$ cat src/fbsi_map.vh
`ifndef FBSI_MAP_VH
`define FBSI_MAP_VH
// network states
`define FBSI_NET_INIT      3'h0
`define FBSI_NET_PREOP     3'h1
`define FBSI_NET_OPER      3'h2
`define FBSI_NET_STOP      3'h3
`define FBSI_NET_BAUDSCAN  3'h4
// lamp patterns
`define FBSI_PAT_OFF       3'h0
`define FBSI_PAT_ON        3'h1
`define FBSI_PAT_BLINK     3'h2
`define FBSI_PAT_SINGLE    3'h3
`define FBSI_PAT_DOUBLE    3'h4
`define FBSI_PAT_FLICKER   3'h5
// timing: flicker 50 ms period, slot 200 ms; times in ms
`define FBSI_FLICK_MS      25
`define FBSI_SLOT_MS       200
`define FBSI_CYC_PER_MS    100000
// wide enough for the longest reload value, the 200 ms slot
`define FBSI_DIV_W         25
`define FBSI_SLOT_W        3
`define FBSI_SLOT_LAST     3'h7
`define FBSI_SLOT_FLASH_A  3'h0
`define FBSI_SLOT_FLASH_B  3'h2
// settings
`define FBSI_ADDR_W        7
`define FBSI_ADDR_MAX      7'h7e
`define FBSI_ADDR_UNSET    7'h00
`define FBSI_RATE_W        4
`define FBSI_RATE_MAX      4'h8
`define FBSI_RATE_AUTO     4'h0
`endif

$ cat src/fbsi_pattern.v
`timescale 1ns/1ps
`default_nettype none
`include "fbsi_map.vh"
// turns a pattern code plus shared phase into a lamp level
module fbsi_pattern (
    input  wire                     sys_clk,
    input  wire                     sys_rst,
    input  wire [2:0]               pattern,
    input  wire [`FBSI_SLOT_W-1:0]  slot,
    input  wire                     flick_ph,
    input  wire                     invert,
    output reg                      lamp_q
);
    reg lamp_d; // next lamp level
    // slot 0..7 of 200 ms: single = lit slot 0, double = slots 0 and 2
    always @* begin
        case (pattern)
            `FBSI_PAT_ON:      lamp_d = 1'b1;
            `FBSI_PAT_BLINK:   lamp_d = ~slot[0];
            `FBSI_PAT_SINGLE:  lamp_d = (slot == `FBSI_SLOT_FLASH_A);
            `FBSI_PAT_DOUBLE:  lamp_d = (slot == `FBSI_SLOT_FLASH_A) |
                                        (slot == `FBSI_SLOT_FLASH_B);
            `FBSI_PAT_FLICKER: lamp_d = flick_ph ^ invert;
            default:           lamp_d = 1'b0;
        endcase
    end
    // registered so the lamp never glitches
    always @(posedge sys_clk or posedge sys_rst) begin
        if (sys_rst) begin
            lamp_q <= 1'b0;
        end else begin
            lamp_q <= lamp_d;
        end
    end
endmodule // fbsi_pattern
`default_nettype wire

$ cat src/fbsi_top.v
`timescale 1ns/1ps
`default_nettype none
`include "fbsi_map.vh"
// Overview of operation
// - drive green run and red error lamps
// - run: on oper, blink preop, flash stopped
// - error: on bus-off, blink init failure
// - error single flash: fault or error frames
// - error double flash on guard/heartbeat event
// - baud detection flickers run lamp
// - error lamp flickers opposite run lamp
// - address zero at power-up raises alarm
// - settings latched only at power-up
// - address 0..126, rate code 0..8
module fbsi_top (
    input  wire                     sys_clk,
    input  wire                     sys_rst,
    // status levels from the protocol stack, sampled every edge
    input  wire [2:0]               net_state,
    input  wire                     bus_off,
    input  wire                     init_failed,
    input  wire                     fault_active,
    input  wire                     error_frames,
    input  wire                     guard_event,
    // drive settings, read once after each reset
    input  wire [`FBSI_ADDR_W-1:0]  node_address_setting,
    input  wire [`FBSI_RATE_W-1:0]  bit_rate_setting,
    // lamp levels, high means lit
    output wire                     run_lamp,
    output wire                     err_lamp,
    // alarm and captured settings, fixed until the next reset
    output wire                     address_unset_alarm,
    output wire                     join_enable,
    output wire [`FBSI_ADDR_W-1:0]  active_address,
    output wire [`FBSI_RATE_W-1:0]  active_rate,
    output wire                     auto_rate
);
    // all lamp timing comes from the two counters below; the flicker
    // and slot lengths live in the map header, and a smaller cycles
    // per ms there makes the slow patterns visible in a short run
    // counts worked out as integers, then cut to the counter width;
    // counters reload at these values, one cycle below the length
    localparam integer FLICK_INT = `FBSI_FLICK_MS * `FBSI_CYC_PER_MS - 1;
    localparam integer SLOT_INT  = `FBSI_SLOT_MS * `FBSI_CYC_PER_MS - 1;
    localparam [`FBSI_DIV_W-1:0]  FLICK_CYC = FLICK_INT[`FBSI_DIV_W-1:0];
    localparam [`FBSI_DIV_W-1:0]  SLOT_CYC  = SLOT_INT[`FBSI_DIV_W-1:0];
    localparam [`FBSI_DIV_W-1:0]  DIV_ONE   = {{(`FBSI_DIV_W-1){1'b0}}, 1'b1};
    localparam [`FBSI_SLOT_W-1:0] SLOT_ONE  = {{(`FBSI_SLOT_W-1){1'b0}}, 1'b1};

    reg [`FBSI_DIV_W-1:0]  flick_cnt_q; // flicker half period
    reg                    flick_ph_q;  // flicker phase
    reg [`FBSI_DIV_W-1:0]  slot_cnt_q;  // slot timer
    reg [`FBSI_SLOT_W-1:0] slot_q;      // slot index in 1.6 s frame
    reg                    latched_q;   // settings taken once
    reg [2:0]              run_pat;     // chosen run pattern
    reg [2:0]              err_pat;     // chosen error pattern
    wire                   scanning;    // baud detection in progress

    // captured settings and their next values
    reg                    latched_d;   // capture done after this edge
    reg [`FBSI_ADDR_W-1:0] addr_q;      // captured node address
    reg [`FBSI_ADDR_W-1:0] addr_d;
    reg [`FBSI_RATE_W-1:0] rate_q;      // captured rate code
    reg [`FBSI_RATE_W-1:0] rate_d;
    reg                    auto_q;      // captured rate was automatic
    reg                    auto_d;
    reg                    alarm_q;     // address was unset at power-up
    reg                    alarm_d;
    reg                    join_q;      // node may join the network
    reg                    join_d;

    // scan overrides both lamps; this decode feeds the error lamp, the run case decodes it again
    assign scanning = (net_state == `FBSI_NET_BAUDSCAN);

    // flicker timebase, free running; both lamps share this one
    // phase, so their alternation can never drift apart
    // no restart on entering scan: the first half period may be short
    always @(posedge sys_clk or posedge sys_rst) begin
        if (sys_rst) begin
            flick_cnt_q <= {`FBSI_DIV_W{1'b0}};
            flick_ph_q  <= 1'b0;
        end else if (flick_cnt_q == FLICK_CYC) begin
            flick_cnt_q <= {`FBSI_DIV_W{1'b0}};
            flick_ph_q  <= ~flick_ph_q;
        end else begin
            flick_cnt_q <= flick_cnt_q + DIV_ONE;
        end
    end

    // slot timebase shared by blink and flashes, so lamps stay aligned
    // the slot index wraps by itself after the last slot of the frame
    // a pattern change mid-frame joins the running frame, no restart
    always @(posedge sys_clk or posedge sys_rst) begin
        if (sys_rst) begin
            slot_cnt_q <= {`FBSI_DIV_W{1'b0}};
            slot_q     <= {`FBSI_SLOT_W{1'b0}};
        end else if (slot_cnt_q == SLOT_CYC) begin
            slot_cnt_q <= {`FBSI_DIV_W{1'b0}};
            slot_q     <= slot_q + SLOT_ONE;
        end else begin
            slot_cnt_q <= slot_cnt_q + DIV_ONE;
        end
    end

    // run lamp selection
    // pure decode of the network state; no error cause touches it
    always @* begin
        case (net_state)
            `FBSI_NET_OPER:     run_pat = `FBSI_PAT_ON;
            `FBSI_NET_PREOP:    run_pat = `FBSI_PAT_BLINK;
            `FBSI_NET_STOP:     run_pat = `FBSI_PAT_SINGLE;
            `FBSI_NET_BAUDSCAN: run_pat = `FBSI_PAT_FLICKER;
            // init and undefined codes keep the run lamp dark
            default:            run_pat = `FBSI_PAT_OFF;
        endcase
    end

    // error lamp selection, most severe first
    // scan sits on top so the alternation is never broken by a cause
    always @* begin
        if (scanning) begin
            err_pat = `FBSI_PAT_FLICKER;
        end else if (bus_off) begin
            err_pat = `FBSI_PAT_ON;
        end else if (init_failed) begin
            // a setting error keeps the node off the bus
            err_pat = `FBSI_PAT_BLINK;
        end else if (guard_event) begin
            // guard ranks above single flash: a lost peer matters more
            err_pat = `FBSI_PAT_DOUBLE;
        end else if (fault_active | error_frames) begin
            err_pat = `FBSI_PAT_SINGLE;
        end else begin
            err_pat = `FBSI_PAT_OFF;
        end
    end

    // one pattern engine per lamp
    // both read the same slot and phase, so patterns stay in step
    fbsi_pattern u_run (
        .sys_clk  (sys_clk),
        .sys_rst  (sys_rst),
        .pattern  (run_pat),
        .slot     (slot_q),
        .flick_ph (flick_ph_q),
        .invert   (1'b0),
        .lamp_q   (run_lamp)
    );
    // inverted phase keeps the two lamps never lit together while both flicker in scan
    // the lamp registers share a clock, so both switch on one edge
    fbsi_pattern u_err (
        .sys_clk  (sys_clk),
        .sys_rst  (sys_rst),
        .pattern  (err_pat),
        .slot     (slot_q),
        .flick_ph (flick_ph_q),
        .invert   (1'b1),
        .lamp_q   (err_lamp)
    );

    // next values of the captured settings; they differ from the
    // present ones only in the single capture cycle after reset
    always @* begin
        // hold everything unless the capture is still open
        latched_d = latched_q;
        addr_d    = addr_q;
        rate_d    = rate_q;
        auto_d    = auto_q;
        alarm_d   = alarm_q;
        join_d    = join_q;
        if (!latched_q) begin
            latched_d = 1'b1;
            // out-of-range values are clamped to the top legal code,
            // so a stray setting never picks an undefined node or rate
            if (node_address_setting > `FBSI_ADDR_MAX) begin
                addr_d = `FBSI_ADDR_MAX;
            end else begin
                addr_d = node_address_setting;
            end
            if (bit_rate_setting > `FBSI_RATE_MAX) begin
                rate_d = `FBSI_RATE_MAX;
            end else begin
                rate_d = bit_rate_setting;
            end
            // code zero asks the stack to detect the rate itself
            auto_d  = (bit_rate_setting == `FBSI_RATE_AUTO);
            // unset address: alarm instead of joining
            alarm_d = (node_address_setting == `FBSI_ADDR_UNSET);
            join_d  = (node_address_setting != `FBSI_ADDR_UNSET);
        end
    end

    // capture flops; only a reset, which stands for power-up, reopens
    // the capture, so edits made while running stay inactive until then
    always @(posedge sys_clk or posedge sys_rst) begin
        if (sys_rst) begin
            // nothing captured, no alarm, not joined
            latched_q <= 1'b0;
            addr_q    <= {`FBSI_ADDR_W{1'b0}};
            rate_q    <= {`FBSI_RATE_W{1'b0}};
            auto_q    <= 1'b0;
            alarm_q   <= 1'b0;
            join_q    <= 1'b0;
        end else begin
            latched_q <= latched_d;
            addr_q    <= addr_d;
            rate_q    <= rate_d;
            auto_q    <= auto_d;
            alarm_q   <= alarm_d;
            join_q    <= join_d;
        end
    end

    // outputs come straight from the capture flops; join stays low while
    // the alarm is up, so the stack never goes online at address zero
    assign address_unset_alarm = alarm_q;
    assign join_enable         = join_q;
    assign active_address      = addr_q;
    assign active_rate         = rate_q;
    assign auto_rate           = auto_q;
endmodule // fbsi_top
`default_nettype wire

$ cat config.mk
export PLATFORM = sky130hd
export DESIGN_NAME = fbsi_top
export DESIGN_NICKNAME = d
export VERILOG_FILES = /design/src/fbsi_pattern.v /design/src/fbsi_top.v
export VERILOG_INCLUDE_DIRS = /design/src /design/src/src
export SDC_FILE = /design/constraint.sdc
export NUM_CORES = 1
export LEC_CHECK = 0
export ABC_CLOCK_PERIOD_IN_PS = 2300
export BUFFER_PORTS_ARGS = -buffer_cell sky130_fd_sc_hd__buf_2
export CORE_MARGIN = 4
export CORE_UTILIZATION = 52
export CTS_CLUSTER_DIAMETER = 50
export DETAILED_ROUTE_END_ITERATION = 8
export PLACE_DENSITY = 0.69
export SLEW_MARGIN = 40
export SYNTH_ARGS = -nofsm -noshare
export SYNTH_HDL_FRONTEND = slang
export SYNTH_SLANG_ARGS = --single-unit
$ cat constraint.sdc
create_clock -name sys_clk -period 2.3 [get_ports sys_clk]
set_input_delay 0.115 -clock sys_clk [delete_from_list [all_inputs] [get_ports sys_clk]]
set_output_delay 0.115 -clock sys_clk [all_outputs]
set_load 0.01 [all_outputs]
==> impl_results.md, run 1 <==
- Outcome: completed
- Worst Path Buf+Inv: 0
- Final TNS setup: 0 ns
- Fin. Hold Viols: 0
- Num CTS Buffers: 9
- Leading post-synthesis cells by cell area: dfrtp_1 54%, xnor2_1 6.7%, xor2_1 4.3%
- VDD IR max: 0.420 mV
- Top-count cell post-synth: dfrtp_1
- Die area: 7670 um^2
- Synth Net Count: 325
- Layout Nets: 376
- Cell area after synthesis: 3290 um^2
- N_diodes: 0
- Root buf cell: clkbuf_8
- Die width: 87.6 um
- Pwr per Cell Area: 654 nW/um^2
- Yosys cell types: 41
- Number of fill cells: 487
- Final ANT Viol Nets: 0
- Worst-Skew Late Latency: 0.34 ns
- Detailed placement HPWL: 4200 um
- Register area share after synthesis: 54.0%
- Max-slew violation count: 0
- Highest Clock Rate: 511 MHz
- Vias in the first global route: 2259
- Iteration-0 DRC Markers: 139
- Synthesized flop and latch total: 71
- Reg clk slew, reported paths: 0.07 ns
- Die height: 87.6 um
- Crit-path max FO: 5
- Hold/Removal Path Class: input pin to flop
- Max_slew headroom: 53.9%
- Worst Max-Slew Pin Slew: 0.690 ns
- Detailed Route WL: 5870 um
- Largest net degree at the start of global routing: 34
- Most frequent cells after synthesis: 71 x dfrtp_1, 25 x xnor2_1, 23 x nor2_1
- Initial antenna violation count: 0
- IO Port Bufs: 36
- Synth async-reset ratio: 100%
- Core area: 6030 um^2
- Critical path, cell by cell: or4b_4 -> nor4_4 -> nor3b_4 -> mux2_1
- Synth warn: 0
- Layout cells sized above 1: 20.6%
- Critical path's slowest cell: or4b_4
- Final Setup Violations: 0
- EDFF count, synth: 0
- CP Launch Type: flop
- Gates resized, CTS repair: 0
- Pwr Total: 2.53 mW
- Final Wtd Congestion: 0.818
- Final period util: 85.0%
- Num rows: 28
- Via count: 2333
- Worst EP required: 2.52 ns
- HP Start: node_address_setting[3]
- Wire per inst: 13.7 um
- CTS tree: built
- Area growth, synth to finish: 17.3%
- Initial Util: 54.6%
- Num Clock Sinks: 71
- Worst R2R Start: slot_cnt_q[17]$_DFF_PP0_
- Grt ovf: 0
- Post-Synthesis Cells: 299
- Final worst slack: 0.345 ns
- Largest stage delay on the critical path: 0.55 ns
- Via/cell ratio: 5.43
- Leakage: 1.77 nW
- Global-route wire length before repair: 10500 um
- Critical path capture point type: flop
- Clock period minus worst slack: 1.96 ns
- 1st-pass router iterations: 4
- Mean cell area of the mapped netlist: 11.0 um^2
- H-tree levels: 3
- Max_cap viols: 0
- CP delay by family, top: simple AND/OR/NAND/NOR gates
- Synth top area share: 54.0%
- Worst Setup SP: slot_cnt_q[17]$_DFF_PP0_
- Pre-CTS setup slack: 0.363 ns
- Critical path type: flop to flop
- Clk buf depth: 2
- I/O Pins: 37
- CP Data Arrival Time: 2.17 ns
- Most used DFF post-synth: dfrtp_1
- Clock Skews: 0.0108 ns
- Worst hold slack: 0.0432 ns
- Unrepaired setup endpoints after global routing: no
- Cell taking the most area after synthesis: dfrtp_1
- # DRC: 0
- Final Util: 64.1%
- All-layer global routing usage: 17.6%
-- cell families (layout without fill, tap and decap cells) --
family	count (synthesis)	count (layout)	share of synthesized area, %
AO/OA/AOI/OAI	27	27	5.06
XOR/XNOR	41	41	10.9
adder cells (fa/ha/maj)	5	5	1.90
buffers and inverters	15	71	1.82
flip-flops	71	71	54.0
multiplexers	11	11	3.69
other	1	1	0.114
AND/OR/NAND/NOR	128	128	22.5
-- where the power goes --
part	switching [mW]	total (mW)	internal, mW
logic	0.0606	0.113	0.0520
registers	0.0135	1.28	1.27
clock network	0.464	1.13	0.668
total	0.538	2.53	1.99
-- layout make-up --
type	instances	area, um^2	share of cell area, %
clock buffers	11	151	3.92
clock inverters	5	80.1	2.07
inverters	10	37.5	0.972
multi-input cells	213	1460	37.7
flip-flops and latches	71	1780	46.0
well taps	75	93.8	2.43
repair buffers	45	268	6.93
-- routing by layer --
layer | part of all wire (%) | wire, um | up-vias | track usage [%]
li1 | - | - | 1175 | -
met1 | 52 | 3030 | 1086 | 25.7
met2 | 41 | 2400 | 64 | 25.4
met3 | 5.9 | 344 | 8 | 3.29
met4 | 1.7 | 101 | 0 | 8.23
met5 | 0 | 0 | - | 0
-- layout by cell type, fill, tap and decap left out, types with 7 or more instances in the layout --
master,Yosys,final
clkbuf_8,0,11
buf_2,0,36
xnor2_1,25,25
inv_1,10,9
nand2_1,16,16
dfrtp_1,71,71
o21ai_0,11,11
nand4_1,22,22
nor2_1,23,23
nand3_1,20,20
nor3_1,7,7
xor2_1,16,16
and3_1,12,12
mux2_2,8,8
-- per-stage QoR --
stage	cells	cell area (um^2)
6_report	430	3860
5_1_grt	430	3860
3_3_place_gp	411	3600
4_1_cts	430	3860
2_1_floorplan	299	3290
3_5_place_dp	411	3600
-- registers in the layout, summed over array words and instances (netlist names), 3 cells and up --
signal and count:
active_rate 4, slot_q 3, slot_cnt_q 25, active_address 7, flick_cnt_q 25
-- worst paths after layout --
check / slack (ns) / to / depth (start not counted)
worst min-delay path: 0.04 / active_address[3]$_DFFE_PP0N_ / 2
worst min register to register: 0.48 / active_rate[0]$_DFFE_PP0N_ / 2
max in group asynchronous: 1.27 / slot_q[1]$_DFFE_PP0N_ / 4
min in group asynchronous: 0.42 / flick_cnt_q[10]$_DFF_PP0_ / 3
worst max-delay path: 0.34 / slot_q[1]$_DFFE_PP0N_ / 4
worst max register to register: 0.34 / slot_q[1]$_DFFE_PP0N_ / 4
-- repair_timing --
item / 4_1_cts / 5_1_grt
endpoints found under the hold margin: 33 / 0
setup buffers: 0 / 0
hold buffers: 3 / 0
Note: power is estimated with default switching activity, not from simulation.
==> run 2, diff against run 1 <==
- ABC_CLOCK_PERIOD_IN_PS: 2300 -> 1860
- BUFFER_PORTS_ARGS: -buffer_cell sky130_fd_sc_hd__buf_2 -> unset
- DONT_BUFFER_PORTS: unset -> 1
- PLACE_DENSITY: 0.69 -> 0.64
- clock period: 2.3 -> 1.86 ns (I/O delays scaled with it)
==> run 2 against run 1 <==
- the flow now finishes with violations (setup timing)
- critical path depth unchanged
- total power rose by 23%
- routed wire length increased by 10%
- cell area grew 3.9%
- first-iteration DRC count increased by 7.9%
- global-route usage is 1.9 points higher
- clock skew decreased by 0.0036 ns
- non-clock buffer count decreased by 1
- combinational power shrank 9.7%
- register-to-register slack worse by 0.40 ns
- maximum frequency up 2.2%
- critical path type unchanged
==> impl_results.md, run 2 (same netlist as run 1, synthesis figures left out) <==
- Outcome: finished, violations left
- Failing checks: setup timing
- Layout cells sized above 1: 17.2%
- Worst Max-Slew Pin Slew: 0.581 ns
- Detailed Route WL: 6480 um
- Clock period minus worst slack: 1.91 ns
- Critical path type: flop to flop
- Number of fill cells: 496
- Final Wtd Congestion: 0.768
- Largest net degree at the start of global routing: 47
- Iteration-0 DRC Markers: 150
- Die height: 87.6 um
- Worst-Skew Late Latency: 0.33 ns
- Root buf cell: clkbuf_8
- Num Clock Sinks: 71
- Via count: 2370
- CP Launch Type: flop
- Core area: 6030 um^2
- Multi-input gate area: 1480 um^2
- Highest Clock Rate: 523 MHz
- CP Data Arrival Time: 2.13 ns
- All-layer global routing usage: 19.5%
- Clock network fraction of total power: 45.0%
- Global-route wire length before repair: 11700 um
- Crit-path max FO: 2
- Final period util: 103%
- Fin. Hold Viols: 0
- N_diodes: 0
- Reg area: 1780 um^2
- Final Setup Violations: 2
- Leakage: 1.80 nW
- Wire per inst: 15.1 um
- Detailed placement HPWL: 4360 um
- Via/cell ratio: 5.52
- Grt ovf: 0
- Switching power: 0.644 mW
- # DRC: 0
- Commonest non-fill, non-tap cell in the layout: dfrtp_1
- Area growth, synth to finish: 21.9%
- Most frequent cells in the layout: 71 x dfrtp_1, 24 x xnor2_1, 24 x buf_4
- Initial antenna violation count: 0
- Layout Nets: 375
- I/O Pins: 37
- Vias in the first global route: 2533
- 1st-pass router iterations: 4
- Clk buf depth: 2
- Worst EP required: 2.08 ns
- Num CTS Buffers: 9
- Num rows: 28
- CTS tree: built
- Initial Util: 54.6%
- Clock Skews: 0.00719 ns
- Final worst slack: -0.0526 ns
- IO Port Bufs: 0
- Combinational power share: 3.3%
- Placed insts: 390
- Critical path capture point type: flop
- Final Util: 66.6%
- H-tree levels: 3
- Reg clk slew, reported paths: 0.07 ns
- Die area: 7670 um^2
- Pwr per Cell Area: 772 nW/um^2
- Final std cells w/o fill: 429
- Max_slew headroom: 61.3%
- Hold/Removal Path Class: input pin to flop
- Max_cap viols: 0
- VDD IR max: 0.479 mV
- Internal Power: 2.46 mW
- Sequential Power Share: 51.7%
- Max-slew violation count: 0
- Final ANT Viol Nets: 0
- Pwr Total: 3.10 mW
- Die width: 87.6 um
- Switching Share: 20.8%
- Unrepaired setup endpoints after global routing: yes
[run 2: timing repair]
item | 4_1_cts | 5_1_grt
resized for setup | 2 | 2
hold buffers | 18 | 0
endpoints found under the setup margin | 14 | 21
setup buffers | 2 | 3
pin swaps | 1 | 2
hold endpoints to repair | 41 | 0
[run 2: cell type report]
| class | instances | area share [%] |
|---|---|---|
| sequential | 71 | 44.3 |
| multi-input combinational | 213 | 36.8 |
| timing repair buffer | 44 | 9.76 |
| clock buffer | 12 | 3.87 |
| tap | 75 | 2.34 |
| clock inverter | 4 | 1.90 |
| inverter | 10 | 1.03 |
[run 2: per-layer routing]
layer	up-vias	wire length, um	global-route usage, %
met5	-	0	0
met4	0	86	8.51
met3	9	312	3.48
met2	61	2990	28.8
met1	1133	3100	28.3
li1	1167	-	-
[run 2: path summary, 6_finish.rpt]
check	slack (ns)	from	end	depth (start not counted)
setup / recovery	-0.05	slot_cnt_q[9]$_DFF_PP0_	slot_q[1]$_DFFE_PP0N_	4
hold / removal	0.03	init_failed	u_err.lamp_q$_DFF_PP0_	2
setup reg to reg	-0.05	slot_cnt_q[9]$_DFF_PP0_	slot_q[1]$_DFFE_PP0N_	4
hold reg to reg	0.48	flick_ph_q$_DFFE_PP0N_	flick_ph_q$_DFFE_PP0N_	1
max in group asynchronous	0.96	sys_rst	slot_cnt_q[1]$_DFF_PP0_	3
min in group asynchronous	0.30	sys_rst	address_unset_alarm$_DFFE_PP0N_	2
[run 2: critical path, stage by stage, from the launching register on]
cell and delay [ns]:
dfrtp_1 0.39, or4_4 0.55, nor4_4 0.27, nor3b_4 0.28
mux2_4 0.32
[run 2: power groups by stage]
stage	Combinational (mW)	Sequential, mW	Clock [mW]
2_1_floorplan	0.0585	1.62	0
3_3_place_gp	0.0691	1.63	0
3_5_place_dp	0.0714	1.63	0
4_1_cts	0.104	1.60	1.43
5_1_grt	0.118	1.61	1.51
6_report	0.102	1.60	1.39
[run 2: through the flow]
step	area, um^2	hold slack (ns)	setup slack (ns)	setup TNS (ns)
floorplan	3300	0.203	-0.0493	-0.0493
global placement	3540	0.0457	-0.0167	-0.0340
CTS	3980	0.00869	-0.0475	-0.0475
finish	4010	0.0297	-0.0526	-0.0528
global route	4010	0.0286	-0.123	-1.10
detailed placement	3540	0.0536	-0.0550	-0.409
==> run 3, diff against run 2 <==
==> constraint.sdc (replaced) <==
create_clock -name sys_clk -period 1.86 [get_ports sys_clk]
set_input_delay 0.186 -clock sys_clk [delete_from_list [all_inputs] [get_ports sys_clk]]
set_output_delay 0.186 -clock sys_clk [all_outputs]
set_load 0.01 [all_outputs]
==> run 3 against run 2 <==
- the run still ends with setup timing left
- largest power group unchanged
- combinational power fell by 9%
- critical endpoint unchanged
- flip-flop and latch count did not move
- non-clock buffer count fell by 5
- critical path type unchanged
- highest routed layer unchanged
- largest cell class unchanged
- hold slack got worse by 0.0034 ns
- total power fell by 5.0%
- cell count fell by 1.2%
==> impl_results.md, run 3 (same netlist as run 1, synthesis figures left out) <==
- Pwr per Cell Area: 751 nW/um^2
- Detailed Route WL: 6410 um
- Num Clock Sinks: 71
- Final std cells w/o fill: 424
- Core area: 6030 um^2
- Worst EP required: 2.09 ns
- Max_cap viols: 0
- Pwr Total: 2.95 mW
- Final worst slack: -0.0596 ns
- Clock period minus worst slack: 1.92 ns
- Critical path, cell by cell: or4_4 -> nor4_4 -> nor3b_4 -> mux2_4
- HP Start: bit_rate_setting[3]
- Wire per inst: 15.1 um
- Leakage: 1.76 nW
- Max-slew violation count: 0
- Worst hold slack: 0.0263 ns
- Via count: 2350
- CP Data Arrival Time: 2.15 ns
- Most frequent cells in the layout: 71 x dfrtp_1, 25 x xnor2_1, 24 x buf_4
- Final Setup Violations: 2
- Worst Hold Endpoint: active_rate[0]$_DFFE_PP0N_
- Layout cells sized above 1: 16.9%
- Critical path's slowest cell: or4_4
- Clk buf depth: 2
- IO Port Bufs: 0
- CP Launch Type: flop
- Iteration-0 DRC Markers: 113
- Final Wtd Congestion: 0.773
- Final ANT Viol Nets: 0
- Via/cell ratio: 5.54
- Initial antenna violation count: 0
- Unrepaired setup endpoints after global routing: yes
- All-layer global routing usage: 18.6%
- Initial Util: 54.6%
- Vias in the first global route: 2408
- Num CTS Buffers: 9
- Die area: 7670 um^2
- 1st-pass router iterations: 4
- Placed insts: 391
- # DRC: 0
- Die width: 87.6 um
- Worst Max-Slew Pin Slew: 0.579 ns
- Hold/Removal Path Class: input pin to flop
- Layout Nets: 370
- Max_slew headroom: 61.4%
- Critical path capture point type: flop
- Global-route wire length before repair: 11100 um
- Final Util: 65.1%
- Final period util: 103%
- Grt ovf: 0
- Critical path type: flop to flop
- Worst Reg2Reg Path Length in Cells: 4
- Largest stage delay on the critical path: 0.54 ns
- Hold path cells: 2
- I/O Pins: 37
- Worst R2R Start: slot_cnt_q[9]$_DFF_PP0_
- Reg clk slew, reported paths: 0.08 ns
- Largest net degree at the start of global routing: 38
- Failing checks: setup timing
- VDD IR max: 0.470 mV
- Commonest non-fill, non-tap cell in the layout: dfrtp_1
- Worst-Skew Late Latency: 0.34 ns
- N_diodes: 0
- CTS tree: built
- Outcome: finished, violations left
- Die height: 87.6 um
- FF-to-FF setup slack: -0.06 ns
- Root buf cell: clkbuf_8
- Area growth, synth to finish: 19.1%
- FF-to-FF End: slot_q[1]$_DFFE_PP0N_
- Num rows: 28
- H-tree levels: 3
- Fin. Hold Viols: 0
- Detailed placement HPWL: 4440 um
- Highest Clock Rate: 521 MHz
- Crit-path max FO: 2
- Clock Skews: 0.0149 ns
## run 3: critical path: cells and delay by family, from the launching register on
kind             cells  cell delay, ns
and+or+nand+nor      3            1.11
DFF                  1            0.38
muxes                1            0.32
## run 3: final cells by class
cell class,count,area (um^2)
multi-input cells,213,1460
inverters,10,41.3
repair buffers,39,342
well taps,75,93.8
clock inverters,7,80.1
fillers,495,2110
clock buffers,9,124
flip-flops and latches,71,1780
## run 3: per-stage QoR
step	worst slack [ns]	TNS, ns	instance area [um^2]
6_report	-0.0596	-0.0748	3920
5_1_grt	-0.123	-1.05	3920
2_1_floorplan	-0.0493	-0.0493	3300
4_1_cts	-0.0618	-0.0929	3910
3_5_place_dp	-0.0840	-0.813	3550
3_3_place_gp	-0.0237	-0.0600	3550
## run 3: worst max-delay path by stage
stage,slack (ns),startpoint,to
6_report,-0.06,slot_cnt_q[9]$_DFF_PP0_,slot_q[1]$_DFFE_PP0N_
5_1_grt,-0.12,slot_cnt_q[9]$_DFF_PP0_,slot_q[1]$_DFFE_PP0N_
4_1_cts,-0.06,slot_cnt_q[12]$_DFF_PP0_,slot_q[1]$_DFFE_PP0N_
3_5_place_dp,-0.08,slot_cnt_q[23]$_DFF_PP0_,slot_q[0]$_DFFE_PP0N_
3_3_place_gp,-0.02,slot_cnt_q[23]$_DFF_PP0_,slot_q[0]$_DFFE_PP0N_
2_1_floorplan,-0.05,slot_cnt_q[23]$_DFF_PP0_,slot_q[1]$_DFFE_PP0N_
## run 3: power breakdown
group,switching (mW),internal (mW),total (mW)
Clock,0.613,0.638,1.25
Combinational,0.0457,0.0472,0.0930
Sequential,0.0338,1.57,1.60
## run 3: metal layers
layer  routed length, um  share of wire [%]  track usage, %  vias up
li1                    -                  -               -     1155
met1                3120                 49            26.9     1130
met2                2840                 44            27.7       55
met3                 347                5.4            4.05       10
met4                  97                1.5            6.69        0
met5                   0                  0               0        -
## run 3: repair_timing
| action | CTS | global route |
|---|---|---|
| hold buffers | 13 | 0 |
| endpoints found under the hold margin | 31 | 0 |
| endpoints found under the setup margin | 14 | 17 |
| gates resized for setup | 1 | 1 |
| setup buffers | 2 | 2 |
| pin swaps | 1 | 2 |
